<file path="src/ufc_defines.svh">
// Register offsets, field positions, reset values and timing counts of the UART
`ifndef UFC_DEFINES_SVH
`define UFC_DEFINES_SVH
`define UFC_CLK_HZ 100000000
`define UFC_FIFO_DEPTH 16
`define UFC_PTR_W 4
`define UFC_CNT_W 5
`define UFC_RTS_LEVEL 5'h0f
`define UFC_OVERSAMPLE 16
`define UFC_OFF_DATA 6'h00
`define UFC_OFF_IER 6'h04
`define UFC_OFF_FCR 6'h08
`define UFC_OFF_LCR 6'h0c
`define UFC_OFF_MCR 6'h10
`define UFC_OFF_LSR 6'h14
`define UFC_OFF_MSR 6'h18
`define UFC_OFF_DIV 6'h1c
`define UFC_OFF_LVL 6'h20
`define UFC_IER_RX 0
`define UFC_IER_TX 1
`define UFC_IER_LS 2
`define UFC_IER_MS 3
`define UFC_FCR_RXCLR 1
`define UFC_FCR_TXCLR 2
`define UFC_FCR_TRIG 6
`define UFC_LCR_LEN 0
`define UFC_LCR_STOP 2
`define UFC_LCR_PEN 3
`define UFC_LCR_EVEN 4
`define UFC_LCR_STICK 5
`define UFC_MCR_RTS 0
`define UFC_MCR_LOOP 1
`define UFC_MCR_AUTO 2
`define UFC_MCR_PINS 3
`define UFC_LVL_RX 8
`define UFC_LCR_RESET 8'h03
`define UFC_MCR_RESET 4'h8
`define UFC_IER_RESET 4'h0
`define UFC_DIV_RESET 16'h028a
`define UFC_IIR_LS 4'h6
`define UFC_IIR_RX 4'h4
`define UFC_IIR_TO 4'hc
`define UFC_IIR_TX 4'h2
`define UFC_IIR_MS 4'h0
`define UFC_IIR_NONE 4'h1
`endif

</file>
<file path="src/ufc_pkg.sv">
// Types shared by the UART: bus carriers, state enums and the state record
`include "ufc_defines.svh"
package ufc_pkg;
	typedef enum logic [2:0] {UFC_TX_IDLE, UFC_TX_START, UFC_TX_DATA, UFC_TX_PAR, UFC_TX_STOP} ufc_tx_st_t;
	typedef enum logic [2:0] {UFC_RX_IDLE, UFC_RX_START, UFC_RX_DATA, UFC_RX_PAR, UFC_RX_STOP} ufc_rx_st_t;
	typedef struct packed {
		logic read;
		logic write;
		logic [5:0] address;
		logic [31:0] writedata;
		logic [3:0] byteenable;
	} ufc_avs_req_t;
	typedef struct packed {
		logic [31:0] readdata;
		logic waitrequest;
	} ufc_avs_rsp_t;
	typedef struct packed {
		logic [`UFC_FIFO_DEPTH-1:0][7:0] txq;
		logic [`UFC_PTR_W-1:0] txw;
		logic [`UFC_PTR_W-1:0] txr;
		logic [`UFC_CNT_W-1:0] txc;
		logic [`UFC_FIFO_DEPTH-1:0][10:0] rxq;
		logic [`UFC_PTR_W-1:0] rxw;
		logic [`UFC_PTR_W-1:0] rxr;
		logic [`UFC_CNT_W-1:0] rxc;
		logic [3:0] ier;
		logic [7:0] lcr;
		logic [3:0] mcr;
		logic [1:0] trig;
		logic [15:0] div;
		logic [15:0] baud_cnt;
		ufc_tx_st_t tx_st;
		logic [4:0] tx_tick;
		logic [2:0] tx_bit;
		logic [7:0] tx_sh;
		ufc_rx_st_t rx_st;
		logic [3:0] rx_tick;
		logic [2:0] rx_bit;
		logic [7:0] rx_sh;
		logic rx_perr;
		logic rx_pbit;
		logic rx_prev;
		logic overrun;
		logic brk_seen;
		logic thre_flag;
		logic to_flag;
		logic [15:0] to_cnt;
		logic dcts;
		logic cts_prev;
		logic rts_off;
		logic txd;
		logic txd_pin;
		logic rts_n;
		logic flow_en;
		logic irq;
		ufc_avs_rsp_t rsp;
	} ufc_state_t;
endpackage : ufc_pkg

</file>
<file path="src/ufc_uart.sv">
// UART with 16-byte queues, programmable framing, flow control and an Avalon-MM slave
`timescale 1ns/1ps
`include "ufc_defines.svh"
module ufc_uart (
	input wire logic core_clk_i, // System clock, 100 MHz
	input wire logic rst_i, // Asynchronous reset, active high
	input wire ufc_pkg::ufc_avs_req_t avs_req_i, // Avalon-MM request
	output ufc_pkg::ufc_avs_rsp_t avs_rsp_o, // Avalon-MM read data and waitrequest
	input wire logic rxd_i, // Serial receive line
	output logic txd_o, // Serial transmit line
	input wire logic cts_n_i, // Clear to send, active low
	output logic rts_n_o, // Request to send, active low
	output logic flow_pins_en_o, // High while CTS/RTS own their pins
	output logic irq_o // Interrupt request, active high
);
	import ufc_pkg::*;

	ufc_state_t s_reg;
	ufc_state_t s_next;

	// Trigger level selected by the two trigger bits
	function automatic logic [4:0] trig_level(input logic [1:0] t);
		case (t)
			2'h0: trig_level = 5'h01;
			2'h1: trig_level = 5'h04;
			2'h2: trig_level = 5'h08;
			default: trig_level = 5'h0e;
		endcase
	endfunction : trig_level

	// Parity bit for a character; stick mode forces a constant
	function automatic logic par_bit(input logic [7:0] d, input logic [7:0] lcr);
		logic [7:0] m;
		m = d & (8'hff >> (2'h3 - lcr[`UFC_LCR_LEN +: 2]));
		if (lcr[`UFC_LCR_STICK])
			par_bit = ~lcr[`UFC_LCR_EVEN];
		else
			par_bit = lcr[`UFC_LCR_EVEN] ? ^m : ~^m;
	endfunction : par_bit

	// Oversample ticks spent in the stop period, less one
	function automatic logic [4:0] stop_ticks(input logic [7:0] lcr);
		if (!lcr[`UFC_LCR_STOP])
			stop_ticks = 5'h0f;
		else if (lcr[`UFC_LCR_LEN +: 2] == 2'h0)
			stop_ticks = 5'h17;
		else
			stop_ticks = 5'h1f;
	endfunction : stop_ticks

	// Four character times in oversample ticks, for the receive timeout
	function automatic logic [15:0] four_chars(input logic [7:0] lcr);
		logic [15:0] bits;
		bits = 16'h0007 + {14'h0, lcr[`UFC_LCR_LEN +: 2]} + {15'h0, lcr[`UFC_LCR_PEN]}
			+ {15'h0, lcr[`UFC_LCR_STOP]};
		four_chars = bits << 6;
	endfunction : four_chars

	// Next state of the whole block
	always_comb
	begin
		logic tick, rx_in, cts_ok, take, ls_pend;
		logic tx_push, tx_pop, rx_push, rx_pop, tx_clr, rx_clr;
		logic [10:0] rx_word, head;
		logic [3:0] iir;
		logic [5:0] addr;
		logic [31:0] wd;
		s_next = s_reg;
		tick = (s_reg.baud_cnt >= s_reg.div);
		rx_in = s_reg.mcr[`UFC_MCR_LOOP] ? s_reg.txd : rxd_i;
		cts_ok = !cts_n_i || !s_reg.mcr[`UFC_MCR_PINS];
		tx_push = 1'b0;
		tx_pop = 1'b0;
		rx_push = 1'b0;
		rx_pop = 1'b0;
		tx_clr = 1'b0;
		rx_clr = 1'b0;
		rx_word = {s_reg.rx_sh == 8'h00 && !rx_in && !s_reg.rx_pbit, !rx_in, s_reg.rx_perr,
			s_reg.rx_sh};
		head = s_reg.rxq[s_reg.rxr];
		addr = {avs_req_i.address[5:2], 2'b00};
		wd = avs_req_i.writedata;

		// Pending interrupt, highest priority first
		ls_pend = s_reg.overrun || s_reg.brk_seen || (s_reg.rxc != 5'h00 && (head[9] || head[8]));
		if (s_reg.ier[`UFC_IER_LS] && ls_pend)
			iir = `UFC_IIR_LS;
		else if (s_reg.ier[`UFC_IER_RX] && s_reg.rxc >= trig_level(s_reg.trig))
			iir = `UFC_IIR_RX;
		else if (s_reg.ier[`UFC_IER_RX] && s_reg.to_flag)
			iir = `UFC_IIR_TO;
		else if (s_reg.ier[`UFC_IER_TX] && s_reg.thre_flag)
			iir = `UFC_IIR_TX;
		else if (s_reg.ier[`UFC_IER_MS] && s_reg.dcts)
			iir = `UFC_IIR_MS;
		else
			iir = `UFC_IIR_NONE;

		// Baud divider: one tick every div+1 clocks; >= lets a lowered divisor act at once
		s_next.baud_cnt = tick ? 16'h0000 : s_reg.baud_cnt + 16'h0001;

		// Bus slave: take a request once, answer one cycle later
		take = (avs_req_i.read || avs_req_i.write) && s_reg.rsp.waitrequest;
		s_next.rsp.waitrequest = !take;
		if (take && avs_req_i.read)
		begin
			case (addr)
				`UFC_OFF_DATA:
				begin
					s_next.rsp.readdata = {24'h0, head[7:0]};
					rx_pop = (s_reg.rxc != 5'h00);
				end
				`UFC_OFF_IER: s_next.rsp.readdata = {28'h0, s_reg.ier};
				`UFC_OFF_FCR:
				begin
					s_next.rsp.readdata = {24'h0, s_reg.trig, 2'b00, iir};
					if (iir == `UFC_IIR_TX)
						s_next.thre_flag = 1'b0;
				end
				`UFC_OFF_LCR: s_next.rsp.readdata = {24'h0, s_reg.lcr};
				`UFC_OFF_MCR: s_next.rsp.readdata = {28'h0, s_reg.mcr};
				`UFC_OFF_LSR:
				begin
					// Overrun and break are sticky until this read
					s_next.rsp.readdata = {24'h0, s_reg.tx_st != UFC_TX_IDLE,
						s_reg.txc == 5'h00 && s_reg.tx_st == UFC_TX_IDLE, s_reg.txc == 5'h00,
						s_reg.brk_seen, s_reg.rxc != 5'h00 && head[9],
						s_reg.rxc != 5'h00 && head[8], s_reg.overrun, s_reg.rxc != 5'h00};
					s_next.overrun = 1'b0;
					s_next.brk_seen = 1'b0;
				end
				`UFC_OFF_MSR:
				begin
					s_next.rsp.readdata = {27'h0, !cts_n_i, 3'h0, s_reg.dcts};
					s_next.dcts = 1'b0;
				end
				`UFC_OFF_DIV: s_next.rsp.readdata = {16'h0, s_reg.div};
				`UFC_OFF_LVL: s_next.rsp.readdata = {19'h0, s_reg.rxc, 3'h0, s_reg.txc};
				default: s_next.rsp.readdata = 32'h0000_0000;
			endcase
		end
		if (take && avs_req_i.write && avs_req_i.byteenable[0])
		begin
			case (addr)
				`UFC_OFF_DATA:
				begin
					tx_push = (s_reg.txc != 5'h10);
					s_next.thre_flag = 1'b0;
				end
				`UFC_OFF_IER: s_next.ier = wd[3:0];
				`UFC_OFF_FCR:
				begin
					rx_clr = wd[`UFC_FCR_RXCLR];
					tx_clr = wd[`UFC_FCR_TXCLR];
					s_next.trig = wd[`UFC_FCR_TRIG +: 2];
				end
				`UFC_OFF_LCR: s_next.lcr = {2'b00, wd[5:0]};
				`UFC_OFF_MCR: s_next.mcr = wd[3:0];
				`UFC_OFF_DIV: s_next.div[7:0] = wd[7:0];
				default: s_next.ier = s_reg.ier;
			endcase
		end
		if (take && avs_req_i.write && avs_req_i.byteenable[1] && addr == `UFC_OFF_DIV)
			s_next.div[15:8] = wd[15:8];

		// Transmitter
		if (s_reg.tx_st == UFC_TX_IDLE)
		begin
			s_next.tx_tick = 5'h00;
			// With the flow pins enabled, auto mode holds a queued character until CTS is asserted
			if (tick && s_reg.txc != 5'h00 && (!s_reg.mcr[`UFC_MCR_AUTO] || cts_ok))
			begin
				tx_pop = 1'b1;
				s_next.tx_sh = s_reg.txq[s_reg.txr];
				s_next.tx_bit = 3'h0;
				s_next.txd = 1'b0;
				s_next.tx_st = UFC_TX_START;
				if (s_reg.txc == 5'h01)
					s_next.thre_flag = 1'b1;
			end
		end
		else if (tick)
		begin
			s_next.tx_tick = s_reg.tx_tick + 5'h01;
			case (s_reg.tx_st)
				UFC_TX_START:
					if (s_reg.tx_tick == 5'h0f)
					begin
						s_next.tx_tick = 5'h00;
						s_next.txd = s_reg.tx_sh[0];
						s_next.tx_st = UFC_TX_DATA;
					end
				UFC_TX_DATA:
					if (s_reg.tx_tick == 5'h0f)
					begin
						s_next.tx_tick = 5'h00;
						s_next.tx_bit = s_reg.tx_bit + 3'h1;
						// Shifter stays whole so parity never reads a refilled queue slot
						s_next.txd = s_reg.tx_sh[s_reg.tx_bit + 3'h1];
						if (s_reg.tx_bit == {1'b1, s_reg.lcr[`UFC_LCR_LEN +: 2]})
						begin
							// Length reached: parity bit or stop
							s_next.tx_st = s_reg.lcr[`UFC_LCR_PEN] ? UFC_TX_PAR : UFC_TX_STOP;
							s_next.txd = s_reg.lcr[`UFC_LCR_PEN] ?
								par_bit(s_reg.tx_sh, s_reg.lcr) : 1'b1;
						end
					end
				UFC_TX_PAR:
					if (s_reg.tx_tick == 5'h0f)
					begin
						s_next.tx_tick = 5'h00;
						s_next.txd = 1'b1;
						s_next.tx_st = UFC_TX_STOP;
					end
				UFC_TX_STOP:
					if (s_reg.tx_tick == stop_ticks(s_reg.lcr))
						s_next.tx_st = UFC_TX_IDLE;
				default: s_next.tx_st = UFC_TX_IDLE;
			endcase
		end

		// Receiver, run on oversample ticks
		if (tick)
		begin
			s_next.rx_prev = rx_in;
			s_next.rx_tick = s_reg.rx_tick + 4'h1;
			case (s_reg.rx_st)
				UFC_RX_IDLE:
				begin
					s_next.rx_tick = 4'h0;
					if (s_reg.rx_prev && !rx_in)
						s_next.rx_st = UFC_RX_START;
				end
				UFC_RX_START:
					if (s_reg.rx_tick == 4'h7)
					begin
						s_next.rx_tick = 4'h0;
						s_next.rx_bit = 3'h0;
						s_next.rx_sh = 8'h00;
						s_next.rx_pbit = 1'b0;
						if (rx_in)
							s_next.rx_st = UFC_RX_IDLE;
						else
						begin
							s_next.rx_st = UFC_RX_DATA;
							if (s_reg.rxc == `UFC_RTS_LEVEL)
								s_next.rts_off = 1'b1;
						end
					end
				UFC_RX_DATA:
					if (s_reg.rx_tick == 4'hf)
					begin
						s_next.rx_sh[s_reg.rx_bit] = rx_in;
						s_next.rx_bit = s_reg.rx_bit + 3'h1;
						if (s_reg.rx_bit == {1'b1, s_reg.lcr[`UFC_LCR_LEN +: 2]})
							s_next.rx_st = s_reg.lcr[`UFC_LCR_PEN] ? UFC_RX_PAR : UFC_RX_STOP;
					end
				UFC_RX_PAR:
					if (s_reg.rx_tick == 4'hf)
					begin
						s_next.rx_pbit = rx_in;
						s_next.rx_perr = (rx_in != par_bit(s_reg.rx_sh, s_reg.lcr));
						s_next.rx_st = UFC_RX_STOP;
					end
				UFC_RX_STOP:
					if (s_reg.rx_tick == 4'hf)
					begin
						// Character complete: queue it or flag an overrun
						if (s_reg.rxc == 5'h10)
							s_next.overrun = 1'b1;
						else
							rx_push = 1'b1;
						if (rx_word[10])
							s_next.brk_seen = 1'b1;
						s_next.rx_perr = 1'b0;
						s_next.rx_st = UFC_RX_IDLE;
					end
				default: s_next.rx_st = UFC_RX_IDLE;
			endcase
		end
		if (!s_reg.lcr[`UFC_LCR_PEN])
			s_next.rx_perr = 1'b0;

		// Receive timeout: four idle character times while data waits
		if (rx_push || rx_pop || s_reg.rxc == 5'h00 || s_reg.rx_st != UFC_RX_IDLE)
			s_next.to_cnt = 16'h0000;
		else if (tick && s_reg.to_cnt != 16'hffff)
			s_next.to_cnt = s_reg.to_cnt + 16'h0001;
		s_next.to_flag = !(rx_push || rx_pop || rx_clr) &&
			(s_reg.to_flag || s_reg.to_cnt >= four_chars(s_reg.lcr));

		// Queue pointers and counts; a flush overrides traffic that cycle
		if (tx_push)
		begin
			s_next.txq[s_reg.txw] = wd[7:0];
			s_next.txw = s_reg.txw + 4'h1;
		end
		if (tx_pop)
			s_next.txr = s_reg.txr + 4'h1;
		s_next.txc = s_reg.txc + {4'h0, tx_push} - {4'h0, tx_pop};
		if (rx_push)
		begin
			s_next.rxq[s_reg.rxw] = rx_word;
			s_next.rxw = s_reg.rxw + 4'h1;
		end
		if (rx_pop)
		begin
			s_next.rxr = s_reg.rxr + 4'h1;
			s_next.rts_off = 1'b0;
		end
		s_next.rxc = s_reg.rxc + {4'h0, rx_push} - {4'h0, rx_pop};
		if (tx_clr)
		begin
			s_next.txw = 4'h0;
			s_next.txr = 4'h0;
			s_next.txc = 5'h00;
		end
		if (rx_clr)
		begin
			s_next.rxw = 4'h0;
			s_next.rxr = 4'h0;
			s_next.rxc = 5'h00;
			s_next.rts_off = 1'b0;
		end

		// CTS change detect; a change in the read cycle still sets the flag
		s_next.cts_prev = cts_n_i;
		if (cts_n_i != s_reg.cts_prev)
			s_next.dcts = 1'b1;

		// Pin drivers: disabled flow pins leave RTS inactive for the pin mux
		s_next.flow_en = s_reg.mcr[`UFC_MCR_PINS];
		if (!s_reg.mcr[`UFC_MCR_PINS])
			s_next.rts_n = 1'b1;
		else if (s_reg.mcr[`UFC_MCR_AUTO])
			s_next.rts_n = s_reg.rts_off;
		else
			s_next.rts_n = !s_reg.mcr[`UFC_MCR_RTS];
		s_next.irq = (iir != `UFC_IIR_NONE);
		s_next.txd_pin = s_next.txd | s_next.mcr[`UFC_MCR_LOOP];
	end

	// State register
	always_ff @(posedge core_clk_i or posedge rst_i)
	begin
		if (rst_i)
		begin
			s_reg <= '0;
			s_reg.ier <= `UFC_IER_RESET;
			s_reg.lcr <= `UFC_LCR_RESET;
			s_reg.mcr <= `UFC_MCR_RESET;
			s_reg.div <= `UFC_DIV_RESET;
			s_reg.tx_st <= UFC_TX_IDLE;
			s_reg.rx_st <= UFC_RX_IDLE;
			s_reg.rx_prev <= 1'b1;
			s_reg.cts_prev <= 1'b1;
			s_reg.txd <= 1'b1;
			s_reg.txd_pin <= 1'b1;
			s_reg.rts_n <= 1'b1;
			s_reg.flow_en <= 1'b1;
			s_reg.rsp.waitrequest <= 1'b1;
		end
		else
			s_reg <= s_next;
	end

	// Outputs straight from the state register; loopback keeps the line idle
	assign avs_rsp_o = s_reg.rsp;
	assign txd_o = s_reg.txd_pin;
	assign rts_n_o = s_reg.rts_n;
	assign flow_pins_en_o = s_reg.flow_en;
	assign irq_o = s_reg.irq;
endmodule : ufc_uart

</file>
<file path="config.mk">
export PLATFORM = sky130hd
export DESIGN_NAME = ufc_uart
export DESIGN_NICKNAME = d
export VERILOG_FILES = /design/src/ufc_pkg.sv /design/src/ufc_uart.sv
export VERILOG_INCLUDE_DIRS = /design/src
export SDC_FILE = /design/constraint.sdc
export NUM_CORES = 1
export LEC_CHECK = 0
export BUFFER_PORTS_ARGS = -buffer_cell sky130_fd_sc_hd__buf_2
export CAP_MARGIN = 20
export CORE_ASPECT_RATIO = 1.75
export CORE_UTILIZATION = 50
export DETAILED_ROUTE_END_ITERATION = 10
export PLACE_DENSITY = 0.71
export SYNTH_ARGS = -nofsm -noshare
export SYNTH_HDL_FRONTEND = slang
export SYNTH_SLANG_ARGS = --single-unit
</file>
<file path="constraint.sdc">
create_clock -name core_clk_i -period 16.11 [get_ports core_clk_i]
set_input_delay 2.4165 -clock core_clk_i [delete_from_list [all_inputs] [get_ports core_clk_i]]
set_output_delay 2.4165 -clock core_clk_i [all_outputs]
set_load 0.05 [all_outputs]
</file>
==> flow_summary_export.csv, run 1 <==
group,metric,value,unit
die,die-area,46900,sq um
final_layout,stdcell_area,25000,sq um
clock_tree,htreeDepth,2,
worst_setup_path,critical_path_class,"in -> reg",
detailed_routing,drt.antenna.violating_nets,0,
placed_design,dp_slack,10.52,ns
worst_setup_path,crit_family,"simple AND/OR/NAND/NOR gates",
die,io_pins,85,
sta,fin_crit_sh,0.313,
clock_tree,clk_pin_slew,0.06,ns
worst_setup_path,reg2reg_from,"s_reg[126]$_DFFE_PP1P_",
final_layout,largest_reg_flops,425,
sta,setup_viol,0,
power_and_ir_drop,p_per_area,106,nW/um^2
synth,syn_avg_cell_area,12.2,sq um
synth,yosys-top-cells-count,"433 x dfrtp_1, 301 x mux2_2, 118 x nand2_1",
die,rows,103,
global_route,met2_usage,0.448,
global_route,gr-max-usage-layer,"met2",
global_route,antenna_found_initial,1,
synth,synth_edf_count,0,
synth,async_flop_share,1.00,
placed_design,post_dp_cell_area,23500,sq um
detailed_routing,wire_per_inst,22.2,um
detailed_routing,dr.first_iter.drc_count,951,
synth,synth.most_common_cell,"dfrtp_1",
detailed_routing,vias,15046,
worst_setup_path,cpMaxStageDelayCell,"nor4_4",
worst_setup_path,end_kind,"flip-flop",
synth,ys_top_cells_by_area,"dfrtp_1 47%, mux2_2 15%, mux4_2 6.8%",
clock_tree,cts_hold_buf,0,
global_route,grt_use_total,0.241,
placed_design,dp_hpwl,38700,um
final_layout,seq_area,11200,sq um
die,die_x,164,um
status,status,"complete, no violations",
clock_tree,numCtsBuffers,43,
sta,rsz0062_at_grt,"no",
power_and_ir_drop,seqPwrFrac,0.464,
global_route,grt_overflow_total,0,
die,fp.coreArea,45200,sq um
power_and_ir_drop,clkPwrFrac,0.390,
synth,synth_ff_type,"dfrtp_1",
worst_setup_path,r2r_slack,11.99,ns
power_and_ir_drop,leakagePower,0.0116,uW
clock_tree,ctsLongestPathBuffers,3,
run,maxCapViolations,0,
worst_setup_path,r2r-end,"s_reg[155]$_DFF_PP0_",
worst_setup_path,required,16.55,ns
sta,tns,0,ns
worst_setup_path,path_common_cell,"nor2_1",
synth,ys_warn_count,0,
worst_setup_path,reg2regPathDepth,17,
global_route,use_met3,0.0289,
die,initial_core_util,0.509,
worst_setup_path,crit_arrival,5.49,ns
power_and_ir_drop,vdd_ir_drop_max,0.103,mV
sta,skew,0.0222,ns
final_layout,fill_cells,3670,
sta,max_freq,198,MHz
synth,netlist_instances,1890,
detailed_routing,viasPerCell,6.05,
worst_setup_path,crit_path_max_fanout,23,
placed_design,gp_congestion,0.910,
sta,final.min_clock_period,5.05,ns
synth,synth_top_area_frac,0.471,
clock_tree,cts_root_buffer,"clkbuf_16",
detailed_routing,routed_wl,55200,um
sta,max-slew-margin-rel,0.316,
sta,tightestPinTransition,1.02,ns
worst_setup_path,start_kind,"primary input",
synth,synth.distinct_cells,86,
synth,synth_top_cell_by_area,"dfrtp_1",
sta,hold_violations,0,
sta,drv_slew,0,
clock_tree,clk_latency,0.57,ns
detailed_routing,dr.pass1.iters,8,
clock_tree,cts_setup_buffers,0,
clock_tree,ctsResizeCount,0,
worst_setup_path,critPathBufInv,3,
worst_setup_path,crit_chain,"buf_2, nor4_4, nand2b_2, a21oi_4, inv_1, ha_1, inv_1, ha_1, fa_1, a21oi_1, nor2_1, nor2_1, xnor2_1, nor2_1",
synth,yosysSeqAreaShare,0.487,
clock_tree,tritoncts,"built",
final_layout,multiInputGateArea,10900,sq um
global_route,grt_pass1_wl,87600,um
min_path,min_path_cells,0,
power_and_ir_drop,sw_frac_of_total,0.278,
placed_design,portBuffers,48,
worst_setup_path,max_stage_delay,0.64,ns
min_path,hold_end,"flow_pins_en_o$_DFF_PP1_",
detailed_routing,drc,0,
synth,ys_seq_elements,447,
power_and_ir_drop,comb_power_share,0.146,
power_and_ir_drop,p_int,1920,uW
global_route,grt_max_degree,173,
clock_tree,cts.sinks,447,
synth,netlist_area,23000,sq um
final_layout,drive_gt1_frac,0.299,
sta,layout_setup_ws,11.06,ns
final_layout,synthToLayoutAreaGrowth,8.48,%
power_and_ir_drop,p_sw,738,uW
global_route,use_met1,0.265,
min_path,min_from,"s_next[34]$_DFFE_PP1P_",
die,die_h,286,um
min_path,hp-class,"reg -> reg",
final_layout,nets,1988,
sta,holdWs,0.398,ns
final_layout,antennaDiodeCount,0,
global_route,first_global_vias,15936,
==> worst register-to-register path, delay by kind of cell (launching register included) <==
kind | cells | cell delay, ns
simple gates | 4 | 1.07
compound gates | 6 | 1.22
buf+inv | 3 | 0.17
flops | 1 | 0.53
fa+ha+maj | 4 | 1.03
==> per-stage QoR <==
stage / util / cells / power [uW]
finish: 0.552 / 2485 / 2660
CTS: 0.551 / 2484 / 2680
floorplan: - / 1905 / 1540
detailed placement: 0.519 / 2405 / 1640
global route: 0.552 / 2485 / 2770
global placement: 0.519 / 2405 / 1630
==> cell type report <==
class	count	area share
repair buffers	64	0.0157
clock inverters	15	0.00702
inverters	68	0.0105
well taps	577	0.0289
multi-input cells	1250	0.437
flip-flops and latches	447	0.449
clock buffers	64	0.0519
==> power groups by stage <==
stage | sequential, uW | combinational (uW) | clock [uW]
finish | 1230 | 387 | 1040
global route | 1240 | 435 | 1090
CTS | 1230 | 392 | 1060
detailed placement | 1250 | 390 | 0
global placement | 1250 | 377 | 0
floorplan | 1230 | 310 | 0
==> routing by layer <==
| layer | share of wire | routed length, um | up-vias |
|---|---|---|---|
| li1 | - | - | 6790 |
| met5 | 0.00020 | 11 | - |
| met2 | 0.54 | 29900 | 362 |
| met4 | 0.053 | 2940 | 2 |
| met3 | 0.033 | 1830 | 150 |
| met1 | 0.37 | 20500 | 7742 |
==> worst max path at each step <==
stage                       start                   endpoint  slack (ns)  depth (start not counted)
floorplan                   rst_i  avs_rsp_o[10]$_DFFE_PP0P_        1.26                          1
global route        avs_req_i[38]       s_reg[155]$_DFF_PP0_       10.85                         14
CTS                 avs_req_i[38]       s_reg[344]$_DFF_PP0_       11.11                         14
global placement    avs_req_i[38]       s_reg[155]$_DFF_PP0_       10.62                         14
finish              avs_req_i[38]       s_reg[344]$_DFF_PP0_       11.06                         14
detailed placement  avs_req_i[38]       s_reg[344]$_DFF_PP0_       10.52                         14
==> cells by family after synthesis <==
logic type      Yosys count  share of synthesized area
flops                   447                      0.487
buf+inv                 208                     0.0416
compound gates          286                     0.0822
other cells               1                   0.000163
fa+ha+maj                66                     0.0369
xor+xnor                 48                     0.0189
simple gates            427                      0.102
mux                     407                      0.232
==> cell usage in the layout, fill, tap and decap left out, drive strengths merged, types with 10 or more instances in the layout <==
cell      n
nor2b    20
nand2   130
mux2i    27
o21ai   101
nor3     20
or3      14
nand4    20
xor2     22
ha       63
a221oi   11
o31ai    14
and2     11
mux4     70
nor2     96
a21o     15
a22oi    11
dfrtp   433
a21oi    49
clkinv   10
clkbuf   64
nand3    53
dfstp    14
mux2    310
conb     16
xnor2    25
o211ai   12
buf      64
inv      69
and3     11
(Power assumes the default switching activity.)
==> run 2: changes to the inputs <==
ABC_AREA = 1   (was default)
PLACE_DENSITY = 0.73   (was 0.71)
clock period = 4.16 ns   (was 16.11 ns; I/O delays follow)
==> flow_summary_export.csv, run 2 <==
group,metric,value,unit
status,status,"complete, no violations",
synth,netlist_instances,2720,
final_layout,layout_common_cells,"556 x nand2_1, 432 x dfrtp_1, 351 x o21ai_0",
die,initial_core_util,0.506,
synth,synth_top_cell_by_area,"dfrtp_1",
sta,final.min_clock_period,3.44,ns
worst_setup_path,path_common_cell,"nor2_1",
synth,ys_top_cells_by_area,"dfrtp_1 48%, nand2_1 9.2%, o21ai_0 7.7%",
worst_setup_path,crit_chain,"inv_1, ha_1, a21oi_1, o21ai_0, a21oi_1, a21boi_2, nand2_2, nand2_4, ha_1, ha_1, inv_1, fa_1, nor2_1, nor2_1, nor2_1, nor2_1, xor2_1, nor2_1",
power_and_ir_drop,clkPwrFrac,0.377,
detailed_routing,drt.antenna.violating_nets,0,
detailed_routing,wire_per_inst,17.9,um
synth,synth_edf_count,0,
placed_design,gp_congestion,0.936,
worst_setup_path,required,4.58,ns
detailed_routing,routed_wl,59000,um
min_path,min_from,"cts_n_i",
global_route,grt_max_degree,103,
final_layout,nets,2798,
sta,setup_viol,0,
die,die-area,46400,sq um
sta,drv_slew,0,
sta,max_freq,291,MHz
placed_design,dp_hpwl,40800,um
worst_setup_path,end_kind,"flip-flop",
synth,async_flop_share,1.00,
clock_tree,ctsLongestPathBuffers,3,
placed_design,dp_slack,0.707,ns
worst_setup_path,start_kind,"flip-flop",
final_layout,largest_reg_flops,425,
power_and_ir_drop,leakagePower,0.0116,uW
die,die_h,284,um
sta,hold_violations,0,
sta,skew,0.0192,ns
clock_tree,clk_latency,0.56,ns
die,io_pins,85,
sta,tightestPinTransition,0.913,ns
global_route,grt_use_total,0.259,
sta,fin_crit_sh,0.826,
final_layout,synthToLayoutAreaGrowth,8.47,%
die,fp.coreArea,45000,sq um
final_layout,fin_util,0.549,
clock_tree,tritoncts,"built",
power_and_ir_drop,sw_frac_of_total,0.309,
synth,synth_top_area_frac,0.476,
power_and_ir_drop,p_int,7800,uW
synth,ys_seq_elements,447,
die,rows,103,
clock_tree,cts_hold_buf,0,
detailed_routing,vias,18736,
die,die_x,163,um
worst_setup_path,critical_path_class,"reg -> reg",
detailed_routing,dr.pass1.iters,6,
placed_design,portBuffers,48,
clock_tree,htreeDepth,2,
worst_setup_path,crit_path_max_fanout,12,
sta,layout_setup_ws,0.723,ns
worst_setup_path,r2r-end,"s_reg[155]$_DFF_PP0_",
final_layout,drive_gt1_frac,0.108,
synth,ys_warn_count,0,
power_and_ir_drop,comb_power_share,0.205,
worst_setup_path,crit_arrival,3.86,ns
detailed_routing,dr.first_iter.drc_count,1688,
detailed_routing,drc,0,
power_and_ir_drop,p_per_area,458,nW/um^2
synth,yosysSeqAreaShare,0.493,
global_route,antenna_found_initial,1,
clock_tree,cts.sinks,447,
global_route,grt_pass1_wl,95400,um
clock_tree,clk_pin_slew,0.06,ns
min_path,hp-class,"in -> reg",
global_route,grt_overflow_total,0,
synth,synth.most_common_cell,"nand2_1",
clock_tree,cts_root_buffer,"clkbuf_16",
final_layout,layout_commonest_cell,"nand2_1",
synth,syn_avg_cell_area,8.36,sq um
global_route,first_global_vias,18676,
synth,synth_ff_type,"dfrtp_1",
run,maxCapViolations,0,
sta,rsz0062_at_grt,"no",
worst_setup_path,reg2regPathDepth,18,
worst_setup_path,reg2reg_from,"s_reg[126]$_DFFE_PP1P_",
detailed_routing,viasPerCell,5.69,
clock_tree,ctsResizeCount,0,
final_layout,stdcell_area,24700,sq um
power_and_ir_drop,vdd_ir_drop_max,0.340,mV
final_layout,fill_cells,4080,
min_path,min_path_cells,1,
power_and_ir_drop,p_sw,3500,uW
clock_tree,cts_setup_buffers,0,
worst_setup_path,cpMaxStageDelayCell,"dfstp_2",
worst_setup_path,r2r_slack,0.72,ns
synth,netlist_area,22700,sq um
placed_design,post_dp_cell_area,23100,sq um
sta,max-slew-margin-rel,0.390,
min_path,hold_end,"s_reg[39]$_DFF_PP1_",
synth,yosys-top-cells-count,"556 x nand2_1, 433 x dfrtp_1, 351 x o21ai_0",
power_and_ir_drop,seqPwrFrac,0.418,
clock_tree,numCtsBuffers,45,
worst_setup_path,max_stage_delay,0.51,ns
synth,synth.distinct_cells,58,
run 2: cell count changes in the layout (fill, tap and decap cells not counted), sizes merged, moves of 38 or more:
cell / before / now
nand2: 130 / 580
mux4: 70 / 0
o21ai: 101 / 579
o22ai: 6 / 44
nor2: 96 / 299
inv: 69 / 210
mux2: 310 / 0
run 2: how the worst max path moves through the flow:
stage               cells after the start                    from  slack (ns)                         to
floorplan                               1                   rst_i       -2.50  avs_rsp_o[10]$_DFFE_PP0P_
global placement                       19  s_reg[120]$_DFFE_PP1P_        0.76       s_reg[155]$_DFF_PP0_
detailed placement                     18  s_reg[126]$_DFFE_PP1P_        0.71       s_reg[155]$_DFF_PP0_
CTS                                    18  s_reg[126]$_DFFE_PP1P_        0.69       s_reg[155]$_DFF_PP0_
global route                           18  s_reg[126]$_DFFE_PP1P_        0.39       s_reg[155]$_DFF_PP0_
finish                                 18  s_reg[126]$_DFFE_PP1P_        0.72       s_reg[155]$_DFF_PP0_
run 2: kinds of logic after synthesis:
group,Yosys count,synth area share
simple gates,1020,0.193
compound gates,768,0.189
flops,447,0.493
buf+inv,392,0.0776
fa+ha+maj,66,0.0373
xor+xnor,25,0.00963
other cells,1,0.000165
mux,1,0.000440
run 2: power groups by stage:
stage	Clock (uW)	Combinational, uW	Sequential [uW]
finish	4260	2320	4730
global route	4500	2580	4740
CTS	4310	2320	4720
detailed placement	0	2300	4790
global placement	0	2230	4790
floorplan	0	1700	4750
run 2: area by class of cell:
| cell class | instances | area (sq um) | share of cell area |
|---|---|---|---|
| diodes | 2 | 5.00 | 0.000203 |
| clock buffers | 68 | 1400 | 0.0566 |
| clock inverters | 11 | 164 | 0.00664 |
| inverters | 213 | 811 | 0.0329 |
| multi-input cells | 1896 | 9830 | 0.398 |
| flip-flops and latches | 447 | 11200 | 0.454 |
| well taps | 577 | 722 | 0.0293 |
| repair buffers | 81 | 538 | 0.0218 |
run 2: metrics by stage:
| stage | cells | power [uW] | TNS (ns) | hold slack [ns] |
|---|---|---|---|---|
| 2_1_floorplan | 2735 | 6450 | -1092.19 | 0.374 |
| 3_3_place_gp | 3214 | 7020 | 0 | 0.402 |
| 3_5_place_dp | 3214 | 7090 | 0 | 0.407 |
| 4_1_cts | 3293 | 11300 | 0 | 0.196 |
| 5_1_grt | 3293 | 11800 | 0 | 0.195 |
| 6_report | 3295 | 11300 | 0 | 0.214 |
run 2: metal layers:
layer	GRT usage	vias up	routed length, um
met2	0.464	533	31000
li1	-	8934	-
met5	0	-	9
met1	0.290	9106	22000
met3	0.0296	161	2620
met4	0.153	2	3390
run 2: worst max-delay path: cells and delay by family, from the launching register on:
kind,cells,cell delay [ns]
adders and majority gates,4,1.15
AOI/OAI and AO/OA,4,0.46
DFF,1,0.51
and+or+nand+nor,7,0.89
xor gates and xnor gates,1,0.14
buffers and inverters,2,0.12
==> run 3: changes to the inputs <==
PLACE_DENSITY = 0.71   (was 0.73)
clock period = 3.42 ns   (was 4.16 ns; I/O delays follow)
==> flow_summary_export.csv, run 3 (synthesis results as in run 2) <==
group,metric,value,unit
clock_tree,numCtsBuffers,44,
clock_tree,clk_latency,0.57,ns
power_and_ir_drop,finalPower,13800,uW
worst_setup_path,r2r_slack,0.22,ns
die,io_pins,85,
sta,skew,0.0230,ns
sta,tns,0,ns
global_route,grt_max_degree,111,
power_and_ir_drop,leakagePower,0.0117,uW
worst_setup_path,cp-startpoint,"s_reg[126]$_DFFE_PP1P_",
die,die_x,163,um
clock_tree,cts_root_buffer,"clkbuf_16",
die,die_h,284,um
worst_setup_path,r2r-end,"s_reg[344]$_DFF_PP0_",
run,maxCapViolations,0,
global_route,antenna_found_initial,1,
worst_setup_path,start_kind,"flip-flop",
sta,tightestPinTransition,0.889,ns
sta,max-slew-margin-rel,0.401,
final_layout,largest_reg_flops,425,
worst_setup_path,critPathBufInv,3,
worst_setup_path,required,3.85,ns
detailed_routing,drc,0,
sta,max_freq,312,MHz
final_layout,layout_commonest_cell,"nand2_1",
clock_tree,cts.sinks,447,
sta,fin_crit_sh,0.936,
clock_tree,tritoncts,"built",
detailed_routing,drt.antenna.violating_nets,0,
global_route,gr-max-usage-layer,"met2",
final_layout,nets,2824,
final_layout,synthToLayoutAreaGrowth,9.45,%
global_route,grt_overflow_total,0,
detailed_routing,dr.first_iter.drc_count,1427,
clock_tree,htreeDepth,2,
worst_setup_path,critical_path_class,"reg -> reg",
detailed_routing,wire_per_inst,17.9,um
worst_setup_path,cpMaxStageDelayCell,"dfstp_2",
final_layout,layout_common_cells,"556 x nand2_1, 432 x dfrtp_1, 350 x o21ai_0",
detailed_routing,viasPerCell,5.68,
worst_setup_path,crit_arrival,3.63,ns
die,fp.coreArea,45000,sq um
detailed_routing,dr.pass1.iters,6,
sta,hold_violations,0,
detailed_routing,vias,18883,
global_route,grt_pass1_wl,95900,um
clock_tree,clk_pin_slew,0.07,ns
global_route,met2_usage,0.466,
placed_design,portBuffers,48,
die,initial_core_util,0.506,
worst_setup_path,reg2reg_from,"s_reg[126]$_DFFE_PP1P_",
worst_setup_path,crit_chain,"inv_1, ha_1, a21oi_1, o21ai_1, a21oi_1, a21boi_2, nand2_2, nand3_2, inv_1, ha_1, inv_1, ha_1, fa_2, nand2_1, a21oi_1, nor2_1, xor2_1, nor2_1",
sta,final.min_clock_period,3.20,ns
global_route,grt_use_total,0.261,
worst_setup_path,max_stage_delay,0.52,ns
sta,setup_viol,0,
placed_design,dp_hpwl,41700,um
power_and_ir_drop,p_per_area,556,nW/um^2
worst_setup_path,crit_path_max_fanout,3,
final_layout,antennaDiodeCount,0,
placed_design,gp_congestion,0.984,
clock_tree,ctsLongestPathBuffers,3,
global_route,first_global_vias,18790,
worst_setup_path,reg2regPathDepth,18,
die,rows,103,
min_path,hp-class,"in -> async",
status,status,"complete, no violations",
sta,drv_slew,0,
detailed_routing,routed_wl,59500,um
global_route,use_met1,0.284,
worst_setup_path,end_kind,"flip-flop",
final_layout,drive_gt1_frac,0.118,
global_route,use_met3,0.0325,
power_and_ir_drop,vdd_ir_drop_max,0.455,mV
worst_setup_path,crit_family,"adder cells",
final_layout,fill_cells,4022,
die,die-area,46400,sq um
sta,rsz0062_at_grt,"yes",
run 3: changes by cell type in the layout (fill, tap and decap cells not counted), moves of 2 or more:
cell / change
buf_4: +26
bufinv_16: +2
clkbuf_1: +2
clkbuf_16: -2
clkbuf_8: -3
clkinvlp_4: +2
diode_2: -2
fa_1: -2
fa_2: +2
run 3: final cells by class:
class / instances / area (sq um) / share of cell area
sequential: 447 / 11200 / 0.450
clock inverter: 16 / 251 / 0.0101
timing repair buffer: 108 / 753 / 0.0303
clock buffer: 65 / 1310 / 0.0527
inverter: 213 / 811 / 0.0326
multi-input combinational: 1896 / 9840 / 0.395
tap: 577 / 722 / 0.0290
run 3: metal layers:
metal	vias up	wire length, um	part of all wire
met3	199	2630	0.044
met5	-	11	0.00018
met4	2	4100	0.069
met1	9059	22100	0.37
met2	626	30700	0.52
li1	8997	-	-
run 3: worst max-delay path by stage:
stage | endpoint | slack, ns | depth (start not counted)
3_5_place_dp | s_reg[344]$_DFF_PP0_ | 0.13 | 18
6_report | s_reg[344]$_DFF_PP0_ | 0.22 | 18
4_1_cts | s_reg[344]$_DFF_PP0_ | 0.08 | 18
3_3_place_gp | s_reg[344]$_DFF_PP0_ | 0.13 | 18
5_1_grt | s_reg[344]$_DFF_PP0_ | -0.03 | 18
2_1_floorplan | avs_rsp_o[10]$_DFFE_PP0P_ | -3.12 | 1
run 3: power breakdown:
group / leakage [uW] / internal (uW) / total (uW) / switching, uW
clock: 0.000755 / 3120 / 5220 / 2100
sequential: 0.00585 / 5520 / 5730 / 215
combinational: 0.00510 / 882 / 2870 / 1990
total: 0.0117 / 9520 / 13800 / 4310
run 3: worst register-to-register path: stages, from the launching register on:
cell and delay (ns):
dfstp_2 0.52, inv_1 0.06, ha_1 0.29, a21oi_1 0.16, o21ai_1 0.08, a21oi_1 0.19
a21boi_2 0.20, nand2_2 0.10, nand3_2 0.08, inv_1 0.06, ha_1 0.27, inv_1 0.04
ha_1 0.20, fa_2 0.36, nand2_1 0.07, a21oi_1 0.06, nor2_1 0.11, xor2_1 0.15
nor2_1 0.06
run 3: timing repair:
item / CTS / global route
buffers inserted: 0 / 1
endpoints found under the setup margin: 0 / 2
hold buffers: 0 / 0
gates resized for setup: 0 / 4
run 3: metrics by stage:
| step | util | setup WS, ns | hold WS (ns) | instance area [sq um] | std cells |
|---|---|---|---|---|---|
| after global routing | 0.553 | -0.0301 | 0.0935 | 24900 | 3322 |
| after detailed placement | 0.518 | 0.125 | 0.405 | 23300 | 3240 |
| after floorplan | - | -3.12 | 0.374 | 22800 | 2735 |
| after CTS | 0.553 | 0.0798 | 0.0878 | 24900 | 3321 |
| after global placement | 0.518 | 0.131 | 0.404 | 23300 | 3240 |
| final | 0.553 | 0.219 | 0.0993 | 24900 | 3322 |
